### src/common/srta_params.svh
/*
  Constants of the stream ready timing adapter: payload widths, register
  offsets, reset values and buffer depth.
  Assumes inclusion by bare name from the package and the design file.
*/
`ifndef SRTA_PARAMS_SVH
`define SRTA_PARAMS_SVH

`define SRTA_SYM_BITS      8
`define SRTA_SYMS          4
`define SRTA_DATA_W        32
`define SRTA_EMPTY_W       2
`define SRTA_CH_W          4
`define SRTA_MAX_CHANNEL   8'h0F
`define SRTA_ERR_W         1
`define SRTA_FIFO_DEPTH    4
`define SRTA_LVL_W         3

`define SRTA_ADDR_W        4
`define SRTA_OFF_CTRL      4'h0
`define SRTA_OFF_STATUS    4'h4
`define SRTA_OFF_LOSS_CNT  4'h8

`define SRTA_CTRL_ERR_EN   0
`define SRTA_STAT_LOSS     0
`define SRTA_STAT_LVL_LO   4
`define SRTA_STAT_IN_RDY   8
`define SRTA_STAT_OUT_VLD  9
`define SRTA_CTRL_RST      1'h1
`define SRTA_CNT_W         16

`endif

### src/common/srta_pkg.sv
/*
  Types of the stream ready timing adapter.
  Assumes srta_params.svh on the include path.
*/
`include "srta_params.svh"

package srta_pkg;

  typedef struct packed {
    logic [`SRTA_DATA_W-1:0]  data;
    logic [`SRTA_CH_W-1:0]    channel;
    logic [`SRTA_ERR_W-1:0]   error;
    logic                     sop;
    logic                     eop;
    logic [`SRTA_EMPTY_W-1:0] empty;
  } srta_beat_t;

  typedef logic [`SRTA_LVL_W-1:0] srta_lvl_t;
  typedef logic [`SRTA_CNT_W-1:0] srta_cnt_t;

endpackage

### src/verilog/srta_adapter.sv
/*
  Stream ready timing adapter with its beat buffer and register slave.
  Assumes one clock and reset shared by both stream partners and the bus.
*/
// Added by the designer: the address map and the Avalon-MM slave port.
`timescale 1ns/1ps
`include "srta_params.svh"

module srta_fifo #(
  parameter int WIDTH = 8,
  parameter int DEPTH = 4
) (
  // Clock and reset
  input  wire logic                         core_clk,
  input  wire logic                         rstn,
  // Fill side
  input  wire logic                         wr_valid,
  output logic                              wr_ready,
  input  wire logic [WIDTH-1:0]             wr_data,
  // Drain side
  output logic                              rd_valid,
  input  wire logic                         rd_ready,
  output logic [WIDTH-1:0]                  rd_data,
  output logic [$clog2(DEPTH+1)-1:0]        level
);
  localparam int PW = (DEPTH > 1) ? $clog2(DEPTH) : 1;
  localparam int LW = $clog2(DEPTH+1);
  logic [WIDTH-1:0] mem_r [DEPTH];
  logic [PW-1:0]    wp_r, wp_nxt, rp_r, rp_nxt;
  logic [LW-1:0]    lvl_r, lvl_nxt;
  logic             push, pop;

  assign wr_ready = (lvl_r != LW'(DEPTH));
  assign rd_valid = (lvl_r != '0);
  assign rd_data  = mem_r[rp_r];
  assign level    = lvl_r;
  assign push     = wr_valid & wr_ready;
  assign pop      = rd_valid & rd_ready;

  always_comb begin
    wp_nxt  = wp_r;
    rp_nxt  = rp_r;
    lvl_nxt = lvl_r;
    if (push) begin
      wp_nxt = (wp_r == PW'(DEPTH-1)) ? '0 : wp_r + PW'(1);
    end
    if (pop) begin
      rp_nxt = (rp_r == PW'(DEPTH-1)) ? '0 : rp_r + PW'(1);
    end
    if (push && !pop) begin
      lvl_nxt = lvl_r + LW'(1);
    end else if (pop && !push) begin
      lvl_nxt = lvl_r - LW'(1);
    end
  end

  // Oldest beat leaves first; reset drops contents
  always_ff @(posedge core_clk or negedge rstn) begin
    if (!rstn) begin
      wp_r  <= '0;
      rp_r  <= '0;
      lvl_r <= '0;
    end else begin
      wp_r  <= wp_nxt;
      rp_r  <= rp_nxt;
      lvl_r <= lvl_nxt;
    end
  end

  always_ff @(posedge core_clk) begin
    if (push) begin
      mem_r[wp_r] <= wr_data;
    end
  end

  fifo_no_ovf_a : assert property (@(posedge core_clk) disable iff (!rstn)
    lvl_r == LW'(DEPTH) |-> !push)
    else $error("fifo written while full");
endmodule

module srta_adapter #(
  // Ready option per port
  parameter bit IN_HAS_READY  = 1'b1,
  parameter bit OUT_HAS_READY = 1'b1,
  parameter int IN_RL         = 2,
  parameter int OUT_RL        = 1
) (
  // Clock and reset
  input  wire logic                       core_clk,
  input  wire logic                       rstn,
  // Upstream stream (adapter sink port)
  input  wire logic                       in_valid,
  output logic                            in_ready,
  input  wire srta_pkg::srta_beat_t       in_beat,
  // Downstream stream (adapter source port)
  output logic                            out_valid,
  input  wire logic                       out_ready,
  output srta_pkg::srta_beat_t            out_beat,
  // Data loss indication
  output logic                            loss_err,
  // Register slave
  input  wire logic [`SRTA_ADDR_W-1:0]    avs_address,
  input  wire logic                       avs_read,
  input  wire logic                       avs_write,
  input  wire logic [31:0]                avs_writedata,
  input  wire logic [3:0]                 avs_byteenable,
  output logic [31:0]                     avs_readdata,
  output logic                            avs_waitrequest
);
  import srta_pkg::*;

  localparam bit BOTH   = IN_HAS_READY && OUT_HAS_READY;
  localparam bit BUFFER = BOTH && (OUT_RL < IN_RL);
  localparam int OH     = (OUT_RL > 0) ? OUT_RL : 1;
  localparam int IH     = (IN_RL > 0) ? IN_RL : 1;
  localparam int DIFF   = (OUT_RL > IN_RL) ? OUT_RL - IN_RL : 0;
  localparam int DH     = (DIFF > 0) ? DIFF : 1;

  // Ready history of the downstream sink
  logic [OH-1:0] ohist_r, ohist_nxt;
  logic          out_ok;
  logic          out_rdy_eff;

  // Downstream without ready always accepts
  assign out_rdy_eff = OUT_HAS_READY ? out_ready : 1'b1;
  // Beat may go out only if ready was seen OUT_RL cycles ago
  assign out_ok = (OUT_RL == 0) ? out_rdy_eff : ohist_r[OH-1];

  always_comb begin
    ohist_nxt = OH'({ohist_r, out_rdy_eff});
  end

  always_ff @(posedge core_clk or negedge rstn) begin
    if (!rstn) begin
      ohist_r <= '0;
    end else begin
      ohist_r <= ohist_nxt;
    end
  end

  // Control and status state
  logic      err_en_r, err_en_nxt;
  logic      loss_st_r, loss_st_nxt;
  logic      loss_p_r, loss_p_nxt;
  srta_cnt_t loss_cnt_r, loss_cnt_nxt;
  logic      lost;
  srta_lvl_t lvl;

  generate
    if (BUFFER) begin : g_buf
      logic [IH-1:0]   ihist_r, ihist_nxt;
      logic [2:0]      resv;
      logic            in_rdy_c;
      logic            f_wr_ready;
      logic            f_rd_valid;
      srta_beat_t      f_rd_data;

      // Count grants whose beats may still arrive
      always_comb begin
        resv = '0;
        for (int i = 0; i < IH; i++) begin
          resv = resv + {2'h0, ihist_r[i]};
        end
      end
      // Grant only when every outstanding beat still fits
      assign in_rdy_c  = ({1'b0, lvl} + {1'b0, resv}) < 4'(`SRTA_FIFO_DEPTH);
      assign in_ready  = in_rdy_c;
      assign ihist_nxt = IH'({ihist_r, in_rdy_c});

      always_ff @(posedge core_clk or negedge rstn) begin
        if (!rstn) begin
          ihist_r <= '0;
        end else begin
          ihist_r <= ihist_nxt;
        end
      end

      srta_fifo #(
        .WIDTH ($bits(srta_beat_t)),
        .DEPTH (`SRTA_FIFO_DEPTH)
      ) u_fifo (
        .core_clk (core_clk),
        .rstn     (rstn),
        .wr_valid (in_valid),
        .wr_ready (f_wr_ready),
        .wr_data  (in_beat),
        .rd_valid (f_rd_valid),
        .rd_ready (out_ok),
        .rd_data  (f_rd_data),
        .level    (lvl)
      );

      // Buffered beats leave in order when timing allows
      assign out_valid = f_rd_valid & out_ok;
      // Same beat type on both ports, fixed widths
      assign out_beat  = f_rd_data;
      assign lost      = in_valid & ~f_wr_ready;

      late_grant_a : assert property (@(posedge core_clk) disable iff (!rstn)
        in_valid |-> ihist_r[IH-1])
        else $error("upstream beat outside its ready window");
      buf_room_a : assert property (@(posedge core_clk) disable iff (!rstn)
        in_valid |-> f_wr_ready)
        else $error("buffer could not absorb a granted beat");
    end else begin : g_pass
      assign lvl      = '0;
      // Payload untouched from upstream to downstream
      assign out_beat = in_beat;
      if (BOTH) begin : g_pipe
        logic [DH-1:0] rdly_r, rdly_nxt;
        // Ready delayed by the latency difference
        assign rdly_nxt = DH'({rdly_r, out_ready});
        assign in_ready = (DIFF == 0) ? out_ready : rdly_r[DH-1];
        assign out_valid = in_valid;
        assign lost      = 1'b0;
        always_ff @(posedge core_clk or negedge rstn) begin
          if (!rstn) begin
            rdly_r <= '0;
          end else begin
            rdly_r <= rdly_nxt;
          end
        end
        if (DIFF > 0) begin : g_chk
          ready_delay_a : assert property (@(posedge core_clk) disable iff (!rstn)
            out_ready ##DIFF 1'b1 |-> in_ready)
            else $error("upstream ready not delayed by latency difference");
        end
      end else if (!OUT_HAS_READY) begin : g_tie
        // Downstream never stalls
        assign in_ready  = 1'b1;
        assign out_valid = in_valid;
        assign lost      = 1'b0;
      end else begin : g_loss
        // Upstream cannot stall; unusable beats are dropped
        assign in_ready  = 1'b1;
        assign out_valid = in_valid & out_ok;
        assign lost      = in_valid & ~out_ok;
      end
    end
  endgenerate

  // Bus slave: one wait cycle, then answer
  logic                    ack_r, ack_nxt;
  logic [31:0]             rdata_r, rdata_nxt;
  logic                    req;
  logic                    wr_go;

  function automatic logic [31:0] read_mux(input logic [`SRTA_ADDR_W-1:0] a);
    logic [31:0] v;
    v = '0;
    case (a)
      `SRTA_OFF_CTRL:     v[`SRTA_CTRL_ERR_EN] = err_en_r;
      `SRTA_OFF_STATUS: begin
        v[`SRTA_STAT_LOSS] = loss_st_r;
        v[`SRTA_STAT_LVL_LO +: `SRTA_LVL_W] = lvl;
        v[`SRTA_STAT_IN_RDY] = in_ready;
        v[`SRTA_STAT_OUT_VLD] = out_valid;
      end
      `SRTA_OFF_LOSS_CNT: v[`SRTA_CNT_W-1:0] = loss_cnt_r;
      default:            v = '0;
    endcase
    return v;
  endfunction

  assign req             = avs_read | avs_write;
  assign avs_waitrequest = req & ~ack_r;
  assign wr_go           = avs_write & ack_r & avs_byteenable[0];
  assign avs_readdata    = rdata_r;

  always_comb begin
    ack_nxt   = req & ~ack_r;
    rdata_nxt = rdata_r;
    if (avs_read && !ack_r) begin
      rdata_nxt = read_mux(avs_address);
    end
  end

  always_ff @(posedge core_clk or negedge rstn) begin
    if (!rstn) begin
      ack_r   <= 1'b0;
      rdata_r <= '0;
    end else begin
      ack_r   <= ack_nxt;
      rdata_r <= rdata_nxt;
    end
  end

  // Loss flag, counter and pulse; a new loss wins over a clear
  always_comb begin
    err_en_nxt   = err_en_r;
    loss_st_nxt  = loss_st_r;
    loss_cnt_nxt = loss_cnt_r;
    loss_p_nxt   = lost & err_en_r;
    if (wr_go && avs_address == `SRTA_OFF_CTRL) begin
      err_en_nxt = avs_writedata[`SRTA_CTRL_ERR_EN];
    end
    if (wr_go && avs_address == `SRTA_OFF_STATUS && avs_writedata[`SRTA_STAT_LOSS]) begin
      loss_st_nxt = 1'b0;
    end
    if (wr_go && avs_address == `SRTA_OFF_LOSS_CNT) begin
      loss_cnt_nxt = '0;
    end
    if (lost) begin
      loss_st_nxt = 1'b1;
      if (loss_cnt_r != '1) begin
        loss_cnt_nxt = loss_cnt_r + `SRTA_CNT_W'(1);
      end
    end
  end

  always_ff @(posedge core_clk or negedge rstn) begin
    if (!rstn) begin
      err_en_r   <= `SRTA_CTRL_RST;
      loss_st_r  <= 1'b0;
      loss_cnt_r <= '0;
      loss_p_r   <= 1'b0;
    end else begin
      err_en_r   <= err_en_nxt;
      loss_st_r  <= loss_st_nxt;
      loss_cnt_r <= loss_cnt_nxt;
      loss_p_r   <= loss_p_nxt;
    end
  end

  assign loss_err = loss_p_r;

  loss_flag_a : assert property (@(posedge core_clk) disable iff (!rstn)
    lost && err_en_r |=> loss_err && loss_st_r)
    else $error("lost beat not flagged");
  loss_quiet_a : assert property (@(posedge core_clk) disable iff (!rstn)
    !lost |=> !loss_err)
    else $error("loss flagged without a lost beat");
  out_timing_a : assert property (@(posedge core_clk) disable iff (!rstn)
    out_valid |-> out_ok)
    else $error("downstream valid outside its ready window");
  chan_range_a : assert property (@(posedge core_clk) disable iff (!rstn)
    out_valid |-> out_beat.channel <= `SRTA_CH_W'(`SRTA_MAX_CHANNEL))
    else $error("channel above maximum");
  tie_high_a : assert property (@(posedge core_clk) disable iff (!rstn)
    !OUT_HAS_READY |-> in_ready)
    else $error("upstream ready not held high");
  bus_answer_a : assert property (@(posedge core_clk) disable iff (!rstn)
    req && !ack_r |=> !avs_waitrequest || !req)
    else $error("bus request not answered in one wait cycle");
  cnt_step_a : assert property (@(posedge core_clk) disable iff (!rstn)
    lost && !wr_go && loss_cnt_r != '1 |=> loss_cnt_r == $past(loss_cnt_r) + `SRTA_CNT_W'(1))
    else $error("loss counter did not step");
endmodule

### config.mk
export PLATFORM = sky130hd
export DESIGN_NAME = srta_adapter
export DESIGN_NICKNAME = d
export VERILOG_FILES = /design/src/common/srta_pkg.sv /design/src/verilog/srta_adapter.sv
export VERILOG_INCLUDE_DIRS = /design/src /design/src/common
export SDC_FILE = /design/constraint.sdc
export NUM_CORES = 1
export LEC_CHECK = 0
export ABC_AREA = 1
export ABC_CLOCK_PERIOD_IN_PS = 8740
export BUFFER_PORTS_ARGS = -buffer_cell sky130_fd_sc_hd__buf_2
export CORE_ASPECT_RATIO = 0.7
export CORE_UTILIZATION = 60
export CTS_CLUSTER_SIZE = 16
export DETAILED_ROUTE_END_ITERATION = 7
export GPL_ROUTABILITY_DRIVEN = 0
export PLACE_DENSITY = 0.87
export RECOVER_POWER = 25
export SYNTH_ARGS = -nofsm -noshare
export SYNTH_HDL_FRONTEND = slang
export SYNTH_HIERARCHICAL = 1
export SYNTH_SLANG_ARGS = --single-unit
### constraint.sdc
create_clock -name core_clk -period 8.74 [get_ports core_clk]
set_input_delay 0.437 -clock core_clk [delete_from_list [all_inputs] [get_ports core_clk]]
set_output_delay 0.437 -clock core_clk [all_outputs]
set_load 0.05 [all_outputs]
# Yosys cells after proc, flatten, opt, wreduce, memory -nomap -nowiden
# Memories as Yosys holds them, arrays and structs flattened.
# Index checks and enable logic that the tools add are counted.
# classes
bitwise_logic	10
magnitude_cmp	1
n_mux	17
add_sub_neg	7
n_eq_ne	6
shifts	0
div	0
n_reduce_logical	14
n_mul	0
# op_table
op	count
16-bit two-way mux	3
16-bit by 1-bit adder with 16-bit output, second input constant	1
16-bit inequality test, second input constant	1
3-bit two-way mux	3
1-bit bitwise AND	7
1-bit logical AND	7
6-bit two-way mux	1
3-bit case mux with 2 select lines	1
1-bit two-way mux	5
2-bit by 1-bit adder with 2-bit output, second input constant	2
3-bit by 2-bit adder with 4-bit output	1
2-bit == test, second input constant	2
4-bit by 3-bit == test with 1-bit output, second input constant	1
4-bit == test, second input constant	1
4-bit zero test	1
4-bit by 3-bit less-than comparator with 1-bit output, second input constant	1
2-bit two-way mux	2
2-bit case mux with 2 select lines	1
2-bit nonzero test	2
3-bit by 1-bit adder with 3-bit output, second input constant	1
1-bit zero test	3
3-bit inequality test, second input constant	1
1-bit case mux with 3 select lines	1
3-bit nonzero test	1
4 further kinds	5
# word_totals
in_bits	87
mem_bits_rw	164
word_cells	67
romBits	0
register_bits	46
latchBits	0
memories	1
output_inout_bits	77
# memory_table
memory	depth	width	rd	rd_clocked_by_memory_dff	write_ports	line	rtl
g_buf.u_fifo.mem_r	4	41	1	0	1	srta_adapter.sv:28	logic [WIDTH-1:0] mem_r [DEPTH];

# Longest topological paths before layout
# Gate-level depths: netlist of run 1.
# logic_depth
ltp_word	6
depth_mapped	12
ltp_nobuf	12

# Hierarchy
# The synthesis of run 1 kept the hierarchy.
# modules_own_cells
module	area_per_inst_um2	seq_area_each_um2	instances	cells_each
srta_fifo	7493.4	5099.9	1	537
srta_adapter	2193.4	977.2	1	284

# Least setup slack after synthesis of run 1
# Ideal clock, no wire load.
# synth_path
path_type	register to register
startpoint	register g_buf.u_fifo.lvl_r[0], in the netlist g_buf.u_fifo/level[0]
endpoint	memory g_buf.u_fifo/mem_r[0][0] in the netlist's numbering, enable pin
path_stages_with_launch	5
synth_period_minus_slack_ns	2.937
required_ns	8.300
arrival_ns	2.498
setup_ns	0.440
setup_slack_ns	5.803
path_buffers	0
cell_sequence	dfrtp_1 > inv_1 > nand3_1 > nand2_1 > nor2_1
# synth_between
elab_chain_cells	4
# synth_rtl
element	line	rtl
start, declared	srta_adapter.sv:30	logic [LW-1:0] lvl_r, lvl_nxt;
start signal, assigned	srta_adapter.sv:66	lvl_r <= lvl_nxt;
3-bit inequality test	srta_adapter.sv:33	assign wr_ready = (lvl_r != LW'(DEPTH));
via g_buf.f_wr_ready	srta_adapter.sv:154	logic f_wr_ready;
1-bit bitwise AND	srta_adapter.sv:37	assign push = wr_valid & wr_ready;
1-bit two-way mux	srta_adapter.sv:71	if (push) begin
1-bit two-way mux (implied by the code)	srta_adapter.sv:72	mem_r[wp_r] <= wr_data;
end, declared	srta_adapter.sv:28	
# The timed path passes the listed nets, and every way through them passes these cells.

==> results.toml, run 1 <==
[status]
status = "finished, final reports clean"

[floorplanning]
dieWidth_um = 154
ioPinCount = 164
die_y_um = 108
initial_core_util_pct = 61.9
row_count = 38
core_area_um2 = 15600
dieArea_um2 = 16700

[logic_synthesis]
synth-adder-area-share_pct = 1.24
synth_top_area_cell = "edfxtp_1"
synthXorXnorAreaFrac_pct = 0.362
yosys_warnings = 6
yosys.area_share.simple_pct = 14.2
async_reset_ff_share_pct = 21.9
synth_compound_area_share_pct = 11.8
ys_types = 39
ys_ff_latch = 210
synth_seq_area_share_pct = 62.7
synth_top_area_share_pct = 50.8
synth.area.mux_share_pct = 0
synth_cells = 821
ys.flop_type = "edfxtp_1"
synth_top_family_by_area = "simple AND/OR/NAND/NOR gates"
synth_enable_flop_cells = 164
yosys-top-cells-area = "edfxtp_1 (51%), dfrtp_1 (12%), o211ai_2 (7.7%)"
syn_area_per_cell_um2 = 11.8
synth.cell_area_um2 = 9690

[flow_run]
maxCapViolCount = 0

[clock_network]
clockRootBuffer = "clkbuf_16"
cts_num_sinks = 210
clock_path_buffers = 3
cts_tree = "done"
clk_pin_slew_ns = 0.06
ctsHoldBuffers = 0
numCtsBuffers = 20
post_cts_buffers = 0
clk_latency_ns = 0.48
cts-resized-gates = 0
htree_levels = 1

[sta]
finalClockSkew_ns = 0.00754
rsz0062_at_grt = "no"
finalMaxSlewViolations = 0
final_hold_viol_count = 0
hold_ws_ns = 0.0705
setup-violations-final = 0
period_needed_ns = 3.74
finalSetupTns_ns = 0
tightest_slew_ns = 1.15
fmax_mhz = 267
max_slew_margin_pct = 23.5
finalCritPeriodShare_pct = 42.8

[critical_path]
worstRegToRegCells = 5
crit_path_end_kind = "output pin"
cp_data_required_time_ns = 8.30
crit_path_start = "g_buf.u_fifo/rp_r[0]"
path_max_fanout = 88
critPathArrivalTime_ns = 3.30
start_kind = "register"
r2r_start = "g_buf.u_fifo/level[0]"
path_class = "reg -> out"

[routing]
dr.pass1.iters = 7
route.detailed.drc = 0
drt_wl_total_um = 18400
viasPerCell = 5.38
ant_nets = 0
wl_per_cell_um = 16.1
drtIter0Drc = 518
vias = 6135

[power_and_ir_drop]
leakagePower_nw = 4.53
finalPower_mw = 3.90
ir_drop_mv = 0.303
power_per_cell_area_nw_per_um2 = 363

[finish]
fillers = 1129
multiInputGateArea_um2 = 2760
layout_common_cells = "nand2_1 (180), edfxtp_1 (164), inv_1 (119), buf_2 (81), o211ai_2 (60)"
final_common_cell = "nand2_1"
seq_area_um2 = 6080
drive_gt1_share_pct = 25.3
nNetsFinal = 1023
syn2layout_area_growth_pct = 11.0
antenna_cells = 0

[global_routing]
grt_pass1_vias = 5940
grt_use_total_pct = 22.6
grt_max_degree = 89
grt_overflow = 0
grt_pass1_wl_um = 29400
antenna_found_initial = 0

[min_path]
worstHoldPathCells = 1
min_path_type = "in -> reg"
hold_start = "out_ready"

[placed_design]
hpwl_um = 11300
io_buffers = 113
cells in the mapped netlist, types with 2 or more instances:
| library cell | instances |
|---|---|
| nand3_1 | 33 |
| edfxtp_1 | 164 |
| a21oi_1 | 2 |
| ha_1 | 8 |
| nor2_1 | 32 |
| buf_6 | 4 |
| inv_1 | 119 |
| buf_4 | 18 |
| nand2_2 | 46 |
| dfrtp_1 | 45 |
| o211ai_2 | 60 |
| buf_2 | 13 |
| or2_2 | 2 |
| nand4_1 | 7 |
| o21ai_0 | 14 |
| clkbuf_1 | 5 |
| xnor2_1 | 2 |
| xor2_1 | 2 |
| inv_2 | 2 |
| nor2_4 | 3 |
| o211ai_1 | 22 |
| o31ai_1 | 9 |
| a31oi_1 | 4 |
| buf_12 | 11 |
| nand2_1 | 180 |
where the power goes:
| group | internal, mW | switching (mW) | leakage (nW) |
|---|---|---|---|
| registers | 1.30 | 0.177 | 2.09 |
| clock network | 0.489 | 0.341 | 0.305 |
| logic | 0.403 | 1.19 | 2.14 |
critical path: stages (launching register included):
cell and delay, ns:
dfrtp_4 1.17, buf_4 0.94, o211ai_1 0.22, nand2_1 0.14
buf_2 0.27
flip-flops by register name, summed over array words and instances, names as in the netlist, 2 cells and up:
name,count
g_buf.u_fifo/rp_r,2
g_buf.ihist_r,2
g_buf.u_fifo/wp_r,2
loss_cnt_r,16
g_buf.u_fifo/mem_r,164
avs_readdata,16
g_buf.u_fifo/level,3
cells by family after synthesis:
kind of cell    after synthesis
xor+xnor                      4
fa+ha+maj                     9
compound gates              118
flops                       210
simple gates                307
other cells                   1
buf+inv                     172
final cells by class:
cell class              instances  share of cell area [%]
flip-flops and latches        210                    56.6
multi-input cells             454                    25.6
clock buffers                  31                    5.42
repair buffers                120                    5.38
inverters                     121                    4.22
well taps                     200                    2.33
clock inverters                 4                   0.442
worst paths after layout:
kind / endpoint / slack, ns
setup / recovery: out_beat[15] / 5.00
hold / removal: ohist_r / 0.07
setup reg to reg: g_buf.u_fifo/mem_r[2][6] / 6.32
hold reg to reg: g_buf.ihist_r[1] / 0.38
max in group asynchronous: g_buf.u_fifo/rp_r[0] / 7.88
min in group asynchronous: g_buf.u_fifo/wp_r[1] / 0.13
per-layer routing:
layer	vias up	wire [um]	GRT usage, %
li1	2952	-	-
met1	2935	7940	30.9
met2	224	8920	37.6
met3	24	1270	4.37
met4	0	269	5.79
met5	-	0	0
metrics by stage:
stage          util [%]  instances  area (um2)  setup WS, ns
2_1_floorplan         -        836        9740          5.80
3_3_place_gp       65.0       1105       10200          5.57
3_5_place_dp       65.0       1105       10200          5.52
4_1_cts            69.0       1140       10800          5.01
5_1_grt            68.7       1140       10800          4.80
6_report           68.7       1140       10800          5.00
No activity file was read; power rests on OpenSTA's default activity.
==> inputs of run 2 (changes only) <==
Settings changed: ABC_CLOCK_PERIOD_IN_PS 8740 to 3800, CORE_UTILIZATION 60 to 56, PLACE_DENSITY 0.87 to 0.83.
Clock period 8.74 ns to 3.8 ns, I/O delays scaled along.
==> run 2 against run 1 <==
Compared with the run above:
- sequential share of layout area decreased by 2.6 points
- wire length increased by 1.1%
- critical path type unchanged
- combinational power increased by 140%
- cell count increased by 7.0%
- core utilization decreased by 0.75 points
- clock power increased by 120%
- hold slack got worse by 0.016 ns
- via count increased by 1.1%
- die area increased by 7.0%
- design area increased by 4.9%
==> results.toml, run 2 (same netlist as run 1, synthesis figures left out) <==
[status]
status = "finished, final reports clean"

[min_path]
worstHoldPathCells = 3
min_path_type = "in -> reg"

[critical_path]
cp_data_required_time_ns = 3.61
crit_path_end_kind = "output pin"
crit_path_top_delay_cell = "dfrtp_4"
cpPeakStageDelay_ns = 0.96
critPathBufInv = 2
path_class = "reg -> out"
critical_path.top_delay_family = "flip-flops"
crit_cells = 4
critPathArrivalTime_ns = 2.46
start_kind = "register"
worstRegToRegCells = 5
path_max_fanout = 62
path_cells = "buf_4 -> o211ai_2 -> nand2_1 -> buf_2"

[routing]
viasPerCell = 5.09
vias = 6205
dr.pass1.iters = 7
wl_per_cell_um = 15.2
route.detailed.drc = 0
ant_nets = 0
drtIter0Drc = 438
drt_wl_total_um = 18600

[finish]
layout_common_cells = "nand2_1 (180), edfxtp_1 (164), inv_1 (119), buf_2 (83), o211ai_2 (60)"
final_common_cell = "nand2_1"
drive_gt1_share_pct = 24.8
top_register = "g_buf.u_fifo/mem_r"
largest_reg_flops = 164
nNetsFinal = 1076
stdcell_area_um2 = 11300
syn2layout_area_growth_pct = 16.5

[floorplanning]
dieWidth_um = 159
die_y_um = 112
row_count = 39
dieArea_um2 = 17800
initial_core_util_pct = 58.4
ioPinCount = 164
core_area_um2 = 16600

[clock_network]
cts-resized-gates = 0
cts_tree = "done"
numCtsBuffers = 20
cts_num_sinks = 210
clk_latency_ns = 0.48
clockRootBuffer = "clkbuf_16"
clock_path_buffers = 3
clk_pin_slew_ns = 0.06
htree_levels = 1

[placed_design]
place_area_um2 = 10300
io_buffers = 113
pre_cts_slack_ns = 1.37
hpwl_um = 11200

[global_routing]
grt_use_total_pct = 21.5
grt_max_degree = 63
grt_pass1_vias = 5931
grt_pass1_wl_um = 30500
grt_overflow = 0
antenna_found_initial = 1

[power_and_ir_drop]
ir_drop_mv = 0.573
leakagePower_nw = 4.74
finalPower_mw = 8.97
power_per_cell_area_nw_per_um2 = 795

[sta]
finalSetupTns_ns = 0
fin_ws_ns = 1.15
fmax_mhz = 378
finalCritPeriodShare_pct = 69.6
setup-violations-final = 0
rsz0062_at_grt = "no"
finalClockSkew_ns = 0.00891
final_hold_viol_count = 0
max_slew_margin_pct = 27.9
hold_ws_ns = 0.0549
tightest_slew_ns = 1.08
finalMaxSlewViolations = 0
period_needed_ns = 2.65

[flow_run]
maxCapViolCount = 0
==> run 2: power breakdown <==
part           leakage [nW]  switching (mW)  internal (mW)
clock                 0.283           0.794           1.01
sequential             2.09           0.361           3.00
combinational          2.37            2.81          0.998
==> run 2: metrics by stage <==
stage | util, % | std cells
after detailed placement | 61.8 | 1137
after CTS | 68.2 | 1219
after floorplan | - | 836
after global placement | 61.8 | 1137
final | 68.0 | 1220
after global routing | 68.0 | 1220
==> run 2: final cells by class <==
class                           instances  area (um2)
Timing Repair Buffer                  173        1110
Tap cell                              225         282
Antenna cell                            1        2.50
Inverter                              121         454
Multi-Input combinational cell        454        2760
Fill cell                            1201        5310
Sequential cell                       210        6080
Clock inverter                         10        52.6
Clock buffer                           26         544
==> run 2: timing repair <==
action,CTS,global route
endpoints found under the hold margin,214,0
setup buffers,0,0
hold buffers,46,0
==> run 2: path summary, 6_finish.rpt <==
path	from	to	slack, ns
hold / removal	avs_write	ack_r	0.05
setup / recovery	g_buf.u_fifo/rp_r[0]	out_beat[10]	1.15
setup reg to reg	g_buf.u_fifo/level[0]	g_buf.u_fifo/mem_r[3][15]	1.41
hold reg to reg	g_buf.ihist_r[0]	g_buf.ihist_r[1]	0.38
min in group asynchronous	rstn	g_buf.u_fifo/level[1]	0.34
max in group asynchronous	rstn	g_buf.u_fifo/rp_r[0]	3.03
==> run 2: per-layer routing <==
layer	share of wire, %	GRT usage, %	up-vias
met2	48	35.4	180
met5	0	0	-
met3	5.0	2.70	22
met4	1.6	5.96	0
li1	-	-	3062
met1	45	30.4	2941
==> run 2: worst min-delay path: cells and delay by family <==
| family | cells | cell delay (ns) |
|---|---|---|
| buffers and inverters | 1 | 0.11 |
| AND/OR/NAND/NOR | 2 | 0.19 |
